## config.mk

```make
export PLATFORM = sky130hd
export DESIGN_NAME = mrs_framer
export DESIGN_NICKNAME = d
export VERILOG_FILES = /design/src/mrs_pkg.sv /design/src/mrs_framer.sv
export SDC_FILE = /design/constraint.sdc
export NUM_CORES = 1
export LEC_CHECK = 0
export BUFFER_PORTS_ARGS = -buffer_cell sky130_fd_sc_hd__buf_4
export CAP_MARGIN = 5
export CORE_MARGIN = 2
export CORE_UTILIZATION = 35
export DETAILED_ROUTE_END_ITERATION = 12
export HOLD_SLACK_MARGIN = 0.15
export MAX_ROUTING_LAYER = met4
export PLACE_DENSITY_LB_ADDON = 0.1
export SLEW_MARGIN = 20
export SYNTH_ARGS = -nofsm -noshare
export SYNTH_HDL_FRONTEND = slang
export SYNTH_SLANG_ARGS = --single-unit
```

## constraint.sdc

```tcl
create_clock -name i_clk_sys -period 7.1 [get_ports i_clk_sys]
set_input_delay 0.355 -clock i_clk_sys [delete_from_list [all_inputs] [get_ports i_clk_sys]]
set_output_delay 0.355 -clock i_clk_sys [all_outputs]
set_load 0.03 [all_outputs]
```

## src/mrs_pkg.sv

```systemverilog
// Purpose: Shared constants and types of the RTU slave framer.
// Assumes: 250 MHz system clock, register port with 8-bit byte addresses.
// Notes:   Character timing is derived from a clocks-per-bit divisor.
package mrs_pkg;

  // ************************************************************
  // Clock and default line rate
  // ************************************************************
  localparam int SYS_CLK_HZ = 250_000_000;
  localparam int BAUD_DEF   = 9600;
  localparam logic [15:0] BAUD_DIV_RST =
    16'((SYS_CLK_HZ + BAUD_DEF / 2) / BAUD_DEF);

  // ************************************************************
  // Register offsets
  // ************************************************************
  localparam logic [7:0] REG_CTRL   = 8'h00;
  localparam logic [7:0] REG_BAUD   = 8'h04;
  localparam logic [7:0] REG_STAT   = 8'h08;
  localparam logic [7:0] REG_TXDATA = 8'h10;
  localparam logic [7:0] REG_TXCTRL = 8'h14;
  localparam logic [7:0] REG_RXBUF  = 8'h80;

  // ************************************************************
  // Field positions and reset values
  // ************************************************************
  localparam int CTRL_DATA8   = 0;
  localparam int CTRL_PAR_LO  = 1;
  localparam int CTRL_ADDR_LO = 8;
  localparam logic [15:0] CTRL_RST = 16'h0101;
  localparam int ST_READY = 0;
  localparam int ST_CRC   = 1;
  localparam int ST_PAR   = 2;
  localparam int ST_LEN   = 3;
  localparam int ST_BCAST = 4;
  localparam int ST_FRD   = 5;
  localparam int ST_FWR   = 6;
  localparam int ST_FOTH  = 7;
  localparam int ST_BUSY  = 8;
  localparam int ST_LEN_LO = 16;
  localparam int TXC_GO    = 0;
  localparam int TXC_CLR   = 1;

  // ************************************************************
  // Protocol figures
  // ************************************************************
  localparam logic [1:0]  PAR_NONE = 2'h0;
  localparam logic [1:0]  PAR_EVEN = 2'h1;
  localparam logic [1:0]  PAR_ODD  = 2'h2;
  localparam logic [7:0]  CHAR_BITS_8 = 8'h0b;
  localparam logic [7:0]  CHAR_BITS_7 = 8'h0a;
  localparam logic [7:0]  GAP15_HB = 8'h03;
  localparam logic [7:0]  GAP35_HB = 8'h07;
  localparam logic [15:0] CRC_INIT = 16'hffff;
  localparam logic [15:0] CRC_POLY = 16'ha001;
  localparam logic [7:0]  FUNC_READ  = 8'h03;
  localparam logic [7:0]  FUNC_WRITE = 8'h06;
  localparam logic [7:0]  ADDR_BCAST = 8'h00;
  localparam logic [5:0]  MIN_FRAME  = 6'h06;
  localparam logic [15:0] MAX_READ_WORDS = 16'h0010;
  localparam int          BUF_DEPTH  = 32;
  localparam logic [5:0]  BUF_FULL   = 6'h20;

  // ************************************************************
  // State types
  // ************************************************************
  typedef enum logic [1:0] {
    FR_WAIT  = 2'b00,
    FR_READY = 2'b01,
    FR_BODY  = 2'b11
  } mrs_fr_st_t;

  typedef enum logic [1:0] {
    TX_IDLE = 2'b00,
    TX_WAIT = 2'b01,
    TX_SEND = 2'b11
  } mrs_tx_st_t;

endpackage

```

## src/mrs_framer.sv

```systemverilog
// Purpose: Slave-side RTU framer for a half-duplex RS485 port.
// Assumes: i_rxd is synchronous to i_clk_sys; baud divisor of 4 or more.
// Notes:   Payload handling is left to software via the buffers.
`timescale 1ns/1ps
module mrs_framer
  import mrs_pkg::*;
(
  input  wire logic        i_clk_sys,
  input  wire logic        i_rst,
  input  wire logic [7:0]  i_addr,
  input  wire logic [31:0] i_wdata,
  input  wire logic        i_wr,
  input  wire logic        i_rd,
  output logic      [31:0] o_rdata,
  input  wire logic        i_rxd,
  output logic             o_txd,
  output logic             o_de
);

  // ************************************************************
  // Functions
  // ************************************************************
  function automatic logic [15:0] crc_byte(input logic [15:0] c,
                                           input logic [7:0]  b);
    logic [15:0] r;
    r = c ^ {8'h00, b};
    for (int i = 0; i < 8; i++) begin
      if (r[0]) begin
        r = (r >> 1) ^ CRC_POLY;
      end else begin
        r = r >> 1;
      end
    end
    return r;
  endfunction

  function automatic logic [7:0] char_bits(input logic d8);
    return d8 ? CHAR_BITS_8 : CHAR_BITS_7;
  endfunction

  // Whole character, bit 0 first on the line; unused top bit is idle
  function automatic logic [10:0] char_frame(input logic [7:0] b,
                                             input logic       d8,
                                             input logic [1:0] par);
    logic p;
    p = (d8 ? ^b : ^b[6:0]) ^ (par == PAR_ODD);
    if (par == PAR_NONE) begin
      p = 1'b1;
    end
    if (d8) begin
      return {1'b1, p, b, 1'b0};
    end else begin
      return {2'b11, p, b[6:0], 1'b0};
    end
  endfunction

  // ************************************************************
  // Configuration
  // ************************************************************
  logic [15:0] ctrl;
  logic [15:0] baud_div;
  logic        cfg_d8;
  logic [1:0]  cfg_par;
  logic [7:0]  cfg_addr;
  logic [7:0]  nbits;
  logic [7:0]  t15;
  logic [7:0]  t35;

  assign cfg_d8   = ctrl[CTRL_DATA8];
  assign cfg_par  = ctrl[CTRL_PAR_LO +: 2];
  assign cfg_addr = ctrl[CTRL_ADDR_LO +: 8];
  assign nbits    = char_bits(cfg_d8);
  assign t15      = GAP15_HB * nbits;
  assign t35      = GAP35_HB * nbits;

  always_ff @(posedge i_clk_sys) begin
    if (i_rst) begin
      ctrl     <= CTRL_RST;
      baud_div <= BAUD_DIV_RST;
    end else if (i_wr && i_addr == REG_CTRL) begin
      ctrl     <= i_wdata[15:0];
    end else if (i_wr && i_addr == REG_BAUD) begin
      baud_div <= i_wdata[15:0];
    end
  end

  // ************************************************************
  // Line idle timer in half-bit units
  // ************************************************************
  mrs_tx_st_t  tx_st;
  logic        rx_on;
  logic        line_busy;
  logic [14:0] hb_cnt;
  logic [14:0] hb_max;
  logic        hb_tick;
  logic [7:0]  idle_hb;

  assign line_busy = rx_on | (tx_st == TX_SEND);
  assign hb_max    = 15'(baud_div[15:1] - 15'h1);
  assign hb_tick   = !line_busy && hb_cnt >= hb_max;

  always_ff @(posedge i_clk_sys) begin
    if (i_rst || line_busy || hb_cnt >= hb_max) begin
      hb_cnt <= 15'h0;
    end else begin
      hb_cnt <= hb_cnt + 15'h1;
    end
  end

  // Saturates well above the longest gap of 77 half-bits
  always_ff @(posedge i_clk_sys) begin
    if (i_rst || line_busy) begin
      idle_hb <= 8'h00;
    end else if (hb_tick && idle_hb != 8'hff) begin
      idle_hb <= idle_hb + 8'h01;
    end
  end

  // ************************************************************
  // Character receiver
  // ************************************************************
  logic        rx_en;
  logic [15:0] rx_clk;
  logic [3:0]  rx_bit;
  logic [10:0] rx_sh;
  logic        rx_done;
  logic        gap_long;
  logic [7:0]  rx_byte;
  logic [10:0] rx_exp;
  logic [3:0]  par_pos;
  logic [3:0]  last_pos;
  logic        rx_perr;
  logic        rx_ferr;

  // Own echo is not received while driving the line
  assign rx_en    = tx_st != TX_SEND;
  assign last_pos = 4'(nbits - (cfg_par == PAR_NONE ? 8'h2 : 8'h1));
  assign par_pos  = cfg_d8 ? 4'h9 : 4'h8;

  always_ff @(posedge i_clk_sys) begin
    if (i_rst) begin
      rx_on    <= 1'b0;
      rx_clk   <= 16'h0;
      rx_bit   <= 4'h0;
      rx_sh    <= 11'h0;
      rx_done  <= 1'b0;
      gap_long <= 1'b0;
    end else begin
      rx_done <= 1'b0;
      if (!rx_on) begin
        if (rx_en && !i_rxd) begin
          rx_on    <= 1'b1;
          rx_clk   <= {1'b0, baud_div[15:1]};
          rx_bit   <= 4'h0;
          gap_long <= idle_hb > t15;
        end
      end else if (rx_clk != 16'h0) begin
        rx_clk <= rx_clk - 16'h1;
      end else if (rx_bit == 4'h0 && i_rxd) begin
        // Start bit gone by mid-bit: a glitch, not a character
        rx_on <= 1'b0;
      end else begin
        rx_sh[rx_bit] <= i_rxd;
        rx_clk        <= baud_div - 16'h1;
        rx_bit        <= rx_bit + 4'h1;
        if (rx_bit == last_pos) begin
          rx_on   <= 1'b0;
          rx_done <= 1'b1;
        end
      end
    end
  end

  // Only data bits reach the CRC; framing bits stay behind
  assign rx_byte = cfg_d8 ? rx_sh[8:1] : {1'b0, rx_sh[7:1]};
  assign rx_exp  = char_frame(rx_byte, cfg_d8, cfg_par);
  assign rx_perr = cfg_par != PAR_NONE &&
                   rx_sh[par_pos] != rx_exp[par_pos];
  assign rx_ferr = !rx_sh[last_pos];

  // ************************************************************
  // Frame delimiting and checking
  // ************************************************************
  mrs_fr_st_t  fr_st;
  logic [7:0]  rx_buf [BUF_DEPTH];
  logic [5:0]  rx_len;
  logic [15:0] rx_crc;
  logic        rx_bad;
  logic        ev_ready;
  logic        ev_crc;
  logic        ev_len;
  logic        f_bcast;
  logic        f_read;
  logic        f_write;
  logic        f_other;
  logic [5:0]  f_len;
  logic        addr_hit;
  logic        len_bad;

  assign addr_hit = rx_buf[0] == cfg_addr || rx_buf[0] == ADDR_BCAST;
  assign len_bad  = rx_len > BUF_FULL || rx_len[0] ||
                    (rx_buf[1] == FUNC_READ &&
                     {rx_buf[4], rx_buf[5]} > MAX_READ_WORDS);

  always_ff @(posedge i_clk_sys) begin
    if (rx_done && fr_st != FR_WAIT) begin
      if (fr_st == FR_READY || gap_long) begin
        rx_buf[0] <= rx_byte;
      end else if (rx_len < BUF_FULL) begin
        rx_buf[rx_len[4:0]] <= rx_byte;
      end
    end
  end

  always_ff @(posedge i_clk_sys) begin
    if (i_rst) begin
      fr_st    <= FR_WAIT;
      rx_len   <= 6'h0;
      rx_crc   <= CRC_INIT;
      rx_bad   <= 1'b0;
      ev_ready <= 1'b0;
      ev_crc   <= 1'b0;
      ev_len   <= 1'b0;
      f_bcast  <= 1'b0;
      f_read   <= 1'b0;
      f_write  <= 1'b0;
      f_other  <= 1'b0;
      f_len    <= 6'h0;
    end else begin
      ev_ready <= 1'b0;
      ev_crc   <= 1'b0;
      ev_len   <= 1'b0;
      case (fr_st)
        FR_WAIT: begin
          // After reset the line must first be seen quiet
          if (!rx_on && idle_hb >= t35) begin
            fr_st <= FR_READY;
          end
        end
        FR_READY: begin
          if (rx_done) begin
            fr_st  <= FR_BODY;
            rx_len <= 6'h1;
            rx_crc <= crc_byte(CRC_INIT, rx_byte);
            rx_bad <= rx_perr | rx_ferr;
          end
        end
        FR_BODY: begin
          if (rx_done && gap_long) begin
            rx_len <= 6'h1;
            rx_crc <= crc_byte(CRC_INIT, rx_byte);
            rx_bad <= rx_perr | rx_ferr;
          end else if (rx_done) begin
            // An inter-frame gap of at most t15 half-bits lands here and merges frames
            if (rx_len != 6'h3f) begin
              rx_len <= rx_len + 6'h1;
            end
            rx_crc <= crc_byte(rx_crc, rx_byte);
            rx_bad <= rx_bad | rx_perr | rx_ferr;
          end else if (!rx_on && idle_hb >= t35) begin
            fr_st <= FR_READY;
            if (rx_len < MIN_FRAME) begin
              ev_len <= 1'b1;
            end else if (rx_crc != 16'h0) begin
              ev_crc <= 1'b1;
            end else if (addr_hit && !rx_bad) begin
              ev_ready <= 1'b1;
              ev_len   <= len_bad;
              f_bcast  <= rx_buf[0] == ADDR_BCAST;
              f_read   <= rx_buf[1] == FUNC_READ;
              f_write  <= rx_buf[1] == FUNC_WRITE;
              f_other  <= rx_buf[1] != FUNC_READ &&
                          rx_buf[1] != FUNC_WRITE;
              f_len    <= rx_len;
            end
          end
        end
        default: begin
          fr_st <= FR_WAIT;
        end
      endcase
    end
  end

  // ************************************************************
  // Status flags
  // ************************************************************
  logic [3:0] stat;
  logic [3:0] stat_set;
  logic [3:0] stat_clr;
  logic       par_ev;

  assign par_ev   = rx_done && rx_perr && fr_st != FR_WAIT;
  assign stat_set = {ev_len, par_ev, ev_crc, ev_ready};
  assign stat_clr = (i_wr && i_addr == REG_STAT) ? i_wdata[3:0] : 4'h0;

  // A flag raised in the cycle it is cleared survives
  always_ff @(posedge i_clk_sys) begin
    if (i_rst) begin
      stat <= 4'h0;
    end else begin
      stat <= (stat & ~stat_clr) | stat_set;
    end
  end

  // ************************************************************
  // Response transmitter
  // ************************************************************
  logic [7:0]  tx_buf [BUF_DEPTH];
  logic [5:0]  tx_cnt;
  logic [5:0]  tx_idx;
  logic [15:0] tx_crc;
  logic [10:0] tx_sh;
  logic [3:0]  tx_left;
  logic [15:0] tx_clk;
  logic [7:0]  tx_b;
  logic        tx_more;
  logic        tx_payload;
  logic [10:0] tx_frm;
  logic        tx_go;

  assign tx_go = i_wr && i_addr == REG_TXCTRL && i_wdata[TXC_GO] &&
                 tx_st == TX_IDLE && tx_cnt != 6'h0 &&
                 !f_bcast;

  // Software bytes first, then CRC low and high
  always_comb begin
    tx_payload = tx_idx < tx_cnt;
    tx_more    = tx_idx <= tx_cnt;
    if (tx_payload) begin
      tx_b = tx_buf[tx_idx[4:0]];
    end else if (tx_idx == tx_cnt) begin
      tx_b = tx_crc[7:0];
    end else begin
      tx_b = tx_crc[15:8];
    end
    if (!cfg_d8) begin
      tx_b[7] = 1'b0;
    end
  end
  assign tx_frm = char_frame(tx_b, cfg_d8, cfg_par);

  always_ff @(posedge i_clk_sys) begin
    if (i_wr && i_addr == REG_TXDATA && tx_st == TX_IDLE &&
        tx_cnt < BUF_FULL) begin
      tx_buf[tx_cnt[4:0]] <= i_wdata[7:0];
    end
  end

  always_ff @(posedge i_clk_sys) begin
    if (i_rst) begin
      tx_cnt <= 6'h0;
    end else if (tx_st == TX_IDLE && i_wr && i_addr == REG_TXCTRL &&
                 i_wdata[TXC_CLR]) begin
      tx_cnt <= 6'h0;
    end else if (tx_st == TX_IDLE && i_wr && i_addr == REG_TXDATA &&
                 tx_cnt < BUF_FULL) begin
      tx_cnt <= tx_cnt + 6'h1;
    end
  end

  always_ff @(posedge i_clk_sys) begin
    if (i_rst) begin
      tx_st   <= TX_IDLE;
      tx_idx  <= 6'h0;
      tx_crc  <= CRC_INIT;
      tx_sh   <= 11'h7ff;
      tx_left <= 4'h0;
      tx_clk  <= 16'h0;
      o_txd   <= 1'b1;
      o_de    <= 1'b0;
    end else begin
      case (tx_st)
        TX_IDLE: begin
          if (tx_go) begin
            tx_st  <= TX_WAIT;
            tx_idx <= 6'h0;
            tx_crc <= CRC_INIT;
          end
        end
        TX_WAIT: begin
          if (!rx_on && idle_hb >= t35) begin
            tx_st   <= TX_SEND;
            o_de    <= 1'b1;
            o_txd   <= tx_frm[0];
            tx_sh   <= tx_frm;
            tx_left <= nbits[3:0];
            tx_clk  <= baud_div - 16'h1;
            tx_idx  <= tx_idx + 6'h1;
            tx_crc  <= crc_byte(tx_crc, tx_b);
          end
        end
        TX_SEND: begin
          if (tx_clk != 16'h0) begin
            tx_clk <= tx_clk - 16'h1;
          end else if (tx_left != 4'h1) begin
            tx_sh   <= {1'b1, tx_sh[10:1]};
            o_txd   <= tx_sh[1];
            tx_left <= tx_left - 4'h1;
            tx_clk  <= baud_div - 16'h1;
          end else if (tx_more || tx_idx == tx_cnt + 6'h1) begin
            o_txd   <= tx_frm[0];
            tx_sh   <= tx_frm;
            tx_left <= nbits[3:0];
            tx_clk  <= baud_div - 16'h1;
            tx_idx  <= tx_idx + 6'h1;
            if (tx_payload) begin
              tx_crc <= crc_byte(tx_crc, tx_b);
            end
          end else begin
            // Release only after the last stop bit has been held
            tx_st <= TX_IDLE;
            o_de  <= 1'b0;
            o_txd <= 1'b1;
          end
        end
        default: begin
          tx_st <= TX_IDLE;
          o_de  <= 1'b0;
          o_txd <= 1'b1;
        end
      endcase
    end
  end

  // ************************************************************
  // Register read port
  // ************************************************************
  always_ff @(posedge i_clk_sys) begin
    if (i_rst || !i_rd) begin
      o_rdata <= 32'h0;
    end else if (i_addr == REG_CTRL) begin
      o_rdata <= {16'h0, ctrl};
    end else if (i_addr == REG_BAUD) begin
      o_rdata <= {16'h0, baud_div};
    end else if (i_addr == REG_STAT) begin
      o_rdata <= {10'h0, f_len, 7'h0, tx_st != TX_IDLE,
                  f_other, f_write, f_read, f_bcast, stat};
    end else if (i_addr == REG_TXCTRL) begin
      o_rdata <= {26'h0, tx_cnt};
    end else if (i_addr[7]) begin
      o_rdata <= {24'h0, rx_buf[i_addr[6:2]]};
    end else begin
      o_rdata <= 32'h0;
    end
  end

endmodule // mrs_framer

```

==> run_results.csv <==
group,metric,value,unit
final_layout,syn_to_final_growth,13.3,%
timing,fmax,0.220,GHz
cts,insertion_delay,640,ps
setup_path,cp_max_fo,34,
final_layout,drive_gt1_share,14.6,%
floorplanning,rows,111,
floorplanning,die_area,94800,µm²
timing,rsz0062_at_grt,"false",
placement,place.gp.congestion,0.825,
routing,vias_per_cell,5.35,
placement,placed_cells,3583,
logic_synthesis,ys_seq_area_share,61.1,%
routing,drc_errors,0,
logic_synthesis,avgSynthCellArea,13.2,µm²
cts,path_clk_slew,60,ps
setup_path,worst_setup_path_start_kind,"flip-flop",
setup_path,path_common_cell,"xnor3_1",
timing,holdWs,186,ps
setup_path,required,7630,ps
cts,cts-root-buf,"clkbuf_16",
timing,fin_crit,4540,ps
timing,worstMarginPinSlew,1120,ps
timing,hold_violations,0,
cts,cts_buffer_depth,3,
routing,antenna_left,0,
floorplanning,coreArea,91500,µm²
placement,postPlaceCellArea,33800,µm²
setup_path,criticalPathCategory,"reg2reg",
logic_synthesis,ys_ff_latch,730,
logic_synthesis,ys_types,88,
global_routing,grt_pass1_vias,20110,
logic_synthesis,async_reset_ff_share,0,%
setup_path,crit_path_cell_trace,"buf_4 > mux4_2 > a22oi_1 > a41oi_1 > o32a_1 > xnor2_1 > xnor3_1 > xnor3_1 > xnor2_2 > a31oi_1 > or2_1",
routing,vias,20056,
global_routing,grt_max_degree,64,
status,outcome,"finished clean",
logic_synthesis,syn-instance-count,2451,
final_layout,num-nets-final,2594,
setup_path,crit_arrival,5080,ps
logic_synthesis,yosys.area.top_type,"edfxtp_1",
timing,tns,0,ps
min_path,hold_class,"in2reg",
floorplanning,initial_core_util,35.3,%
pwr,ir_drop,0.000176,V
logic_synthesis,synth_top_area_share,47.6,%
pwr,p_leak,0.0119,µW
setup_path,end_kind,"flip-flop",
cts,cts_tree,"built",
global_routing,antenna_found_initial,6,
logic_synthesis,ys.flop_type,"edfxtp_1",
logic_synthesis,synth_edf_count,512,
cts,cts_max_level,3,
run,drv_cap,0,
routing,wirelength,86400,µm
timing,setup_viol,0,
setup_path,cpMaxStageDelayCell,"dfxtp_4",
global_routing,grt_pass1_wl,130000,µm
timing,slew_headroom,24.5,%
floorplanning,dieHeight,308,µm
final_layout,stdcell_area,36600,µm²
timing,slew_violations,0,
placement,dp_hpwl,57000,µm
cts,cts_buffers,85,
setup_path,max_stage_delay,810,ps
final_layout,finalNonFillerCells,3750,
timing,finalCritPeriodShare,64.0,%
placement,port_buffers,52,
global_routing,grtUsageTotal,18.9,%
pwr,powerDensity,249,nW/µm²
logic_synthesis,synth.area.top_cells,"edfxtp_1 (48%), dfxtp_1 (14%), mux4_2 (8.9%)",
timing,clock_skew,28.9,ps
routing,dr.pass1.iters,5,
floorplanning,die_w,308,µm
cts,clkSinkCount,730,
logic_synthesis,yosys_warnings,0,
global_routing,grt_overflow,0,
routing,drt_iter0_drc,1707,
cts,post_cts_resized,0,
routing,wl_per_cell,23.0,µm
floorplanning,num_io_pins,79,
pwr,finalPower,9130,µW
logic_synthesis,syn_area,32300,µm²
## power by group
group          switching, µW  total (µW)  internal (µW)
sequential              39.2        4580           4540
combinational            235         376            142
clock                   1750        4170           2420
## layer usage
layer	part of all wire, %	vias up	GRT usage, %
met5	0	-	-
met4	1.8	0	4.45
met3	4.7	107	3.06
met2	48	450	30.1
met1	45	10181	25.4
li1	-	9318	-
## logic make-up after synthesis
group / after synthesis / share of synthesized area (%)
simple gates: 762 / 10.9
flops: 730 / 61.1
compound gates: 352 / 7.19
mux: 211 / 12.0
buf+inv: 196 / 2.61
xor+xnor: 145 / 4.06
fa+ha+maj: 54 / 2.09
other cells: 1 / 0.0116
## timing repair
item | in CTS | in global routing
hold endpoints to repair | 31 | 0
hold buffers | 10 | 0
buffers inserted | 0 | 0
## area by class of cell
type / count / area (µm²)
inverter: 49 / 184
clock buffer: 113 / 2290
timing repair buffer: 95 / 738
clock inverter: 39 / 365
fill: 8483 / 54900
sequential: 730 / 19700
antenna: 4 / 10.0
tap: 1186 / 1480
multi-input combinational: 1534 / 11800
## layout by cell type, fill, tap and decap left out, drive strengths merged, types with 5 or more instances in the layout
cell type    count
clkinv          33
o22ai           10
mux2            14
xnor2           78
mux4           137
or3             18
nor3            44
ha              54
conb            10
nand2b          13
dfxtp          218
nand2          227
o311ai           5
mux2i           60
or2              7
and3            23
nand3           75
a21o            13
o211ai          15
nor3b            9
or4              8
inv             47
dlygate4sd3     10
a21oi          106
nor2           247
buf             85
clkbuf         113
xor2            65
a211oi          28
edfxtp         512
a31oi           18
nand4           13
o21ai           56
and2             9
a22oi           40
a221oi          11
nor2b           15
nor4            25
nand3b          17
## metrics by stage
stage / util, % / worst slack [ps]
floorplan: - / 3290
global placement: 37.0 / 2560
detailed placement: 37.0 / 2510
CTS: 40.0 / 2480
global route: 40.0 / 2310
finish: 40.0 / 2560
## flip-flops by register name, indices dropped and copies added (netlist names), 15 cells and up, named ones only
signal and flops:
tx_buf 256, ctrl 16, rx_buf 256, baud_div 16
rx_crc 16, hb_cnt 15, rx_clk 16, tx_crc 16
tx_clk 16, o_rdata 22
## worst max-delay path, delay by kind of cell, from the launching register on
kind	cells	cell delay (ps)
AND/OR/NAND/NOR	1	230
multiplexers	1	580
flip-flops	1	810
AO/OA/AOI/OAI	4	1270
XOR/XNOR	4	1020
buffers and inverters	1	490
## cells in the mapped netlist (all sizes together) (23+ instances only)
cell,n
edfxtp,512
nor2,247
nand2,227
dfxtp,218
mux4,137
a21oi,106
clkbuf,105
xnor2,78
nand3,75
xor2,65
mux2i,60
o21ai,56
ha,54
inv,44
nor3,44
buf,42
a22oi,40
a211oi,28
nor4,25
and3,23
## worst paths after layout
path,from,endpoint,slack [ps],cells after the start
setup / recovery,flip-flop,tx_crc[15]$_SDFFE_PP1P_,2560,11
hold / removal,i_wdata[3],tx_buf[6][3]$_DFFE_PP_,190,1
setup reg to reg,flip-flop,tx_crc[15]$_SDFFE_PP1P_,2560,11
hold reg to reg,ctrl[4]$_SDFFE_PP0P_,ctrl[4]$_SDFFE_PP0P_,460,2
No activity file was read; power rests on OpenSTA's default activity.
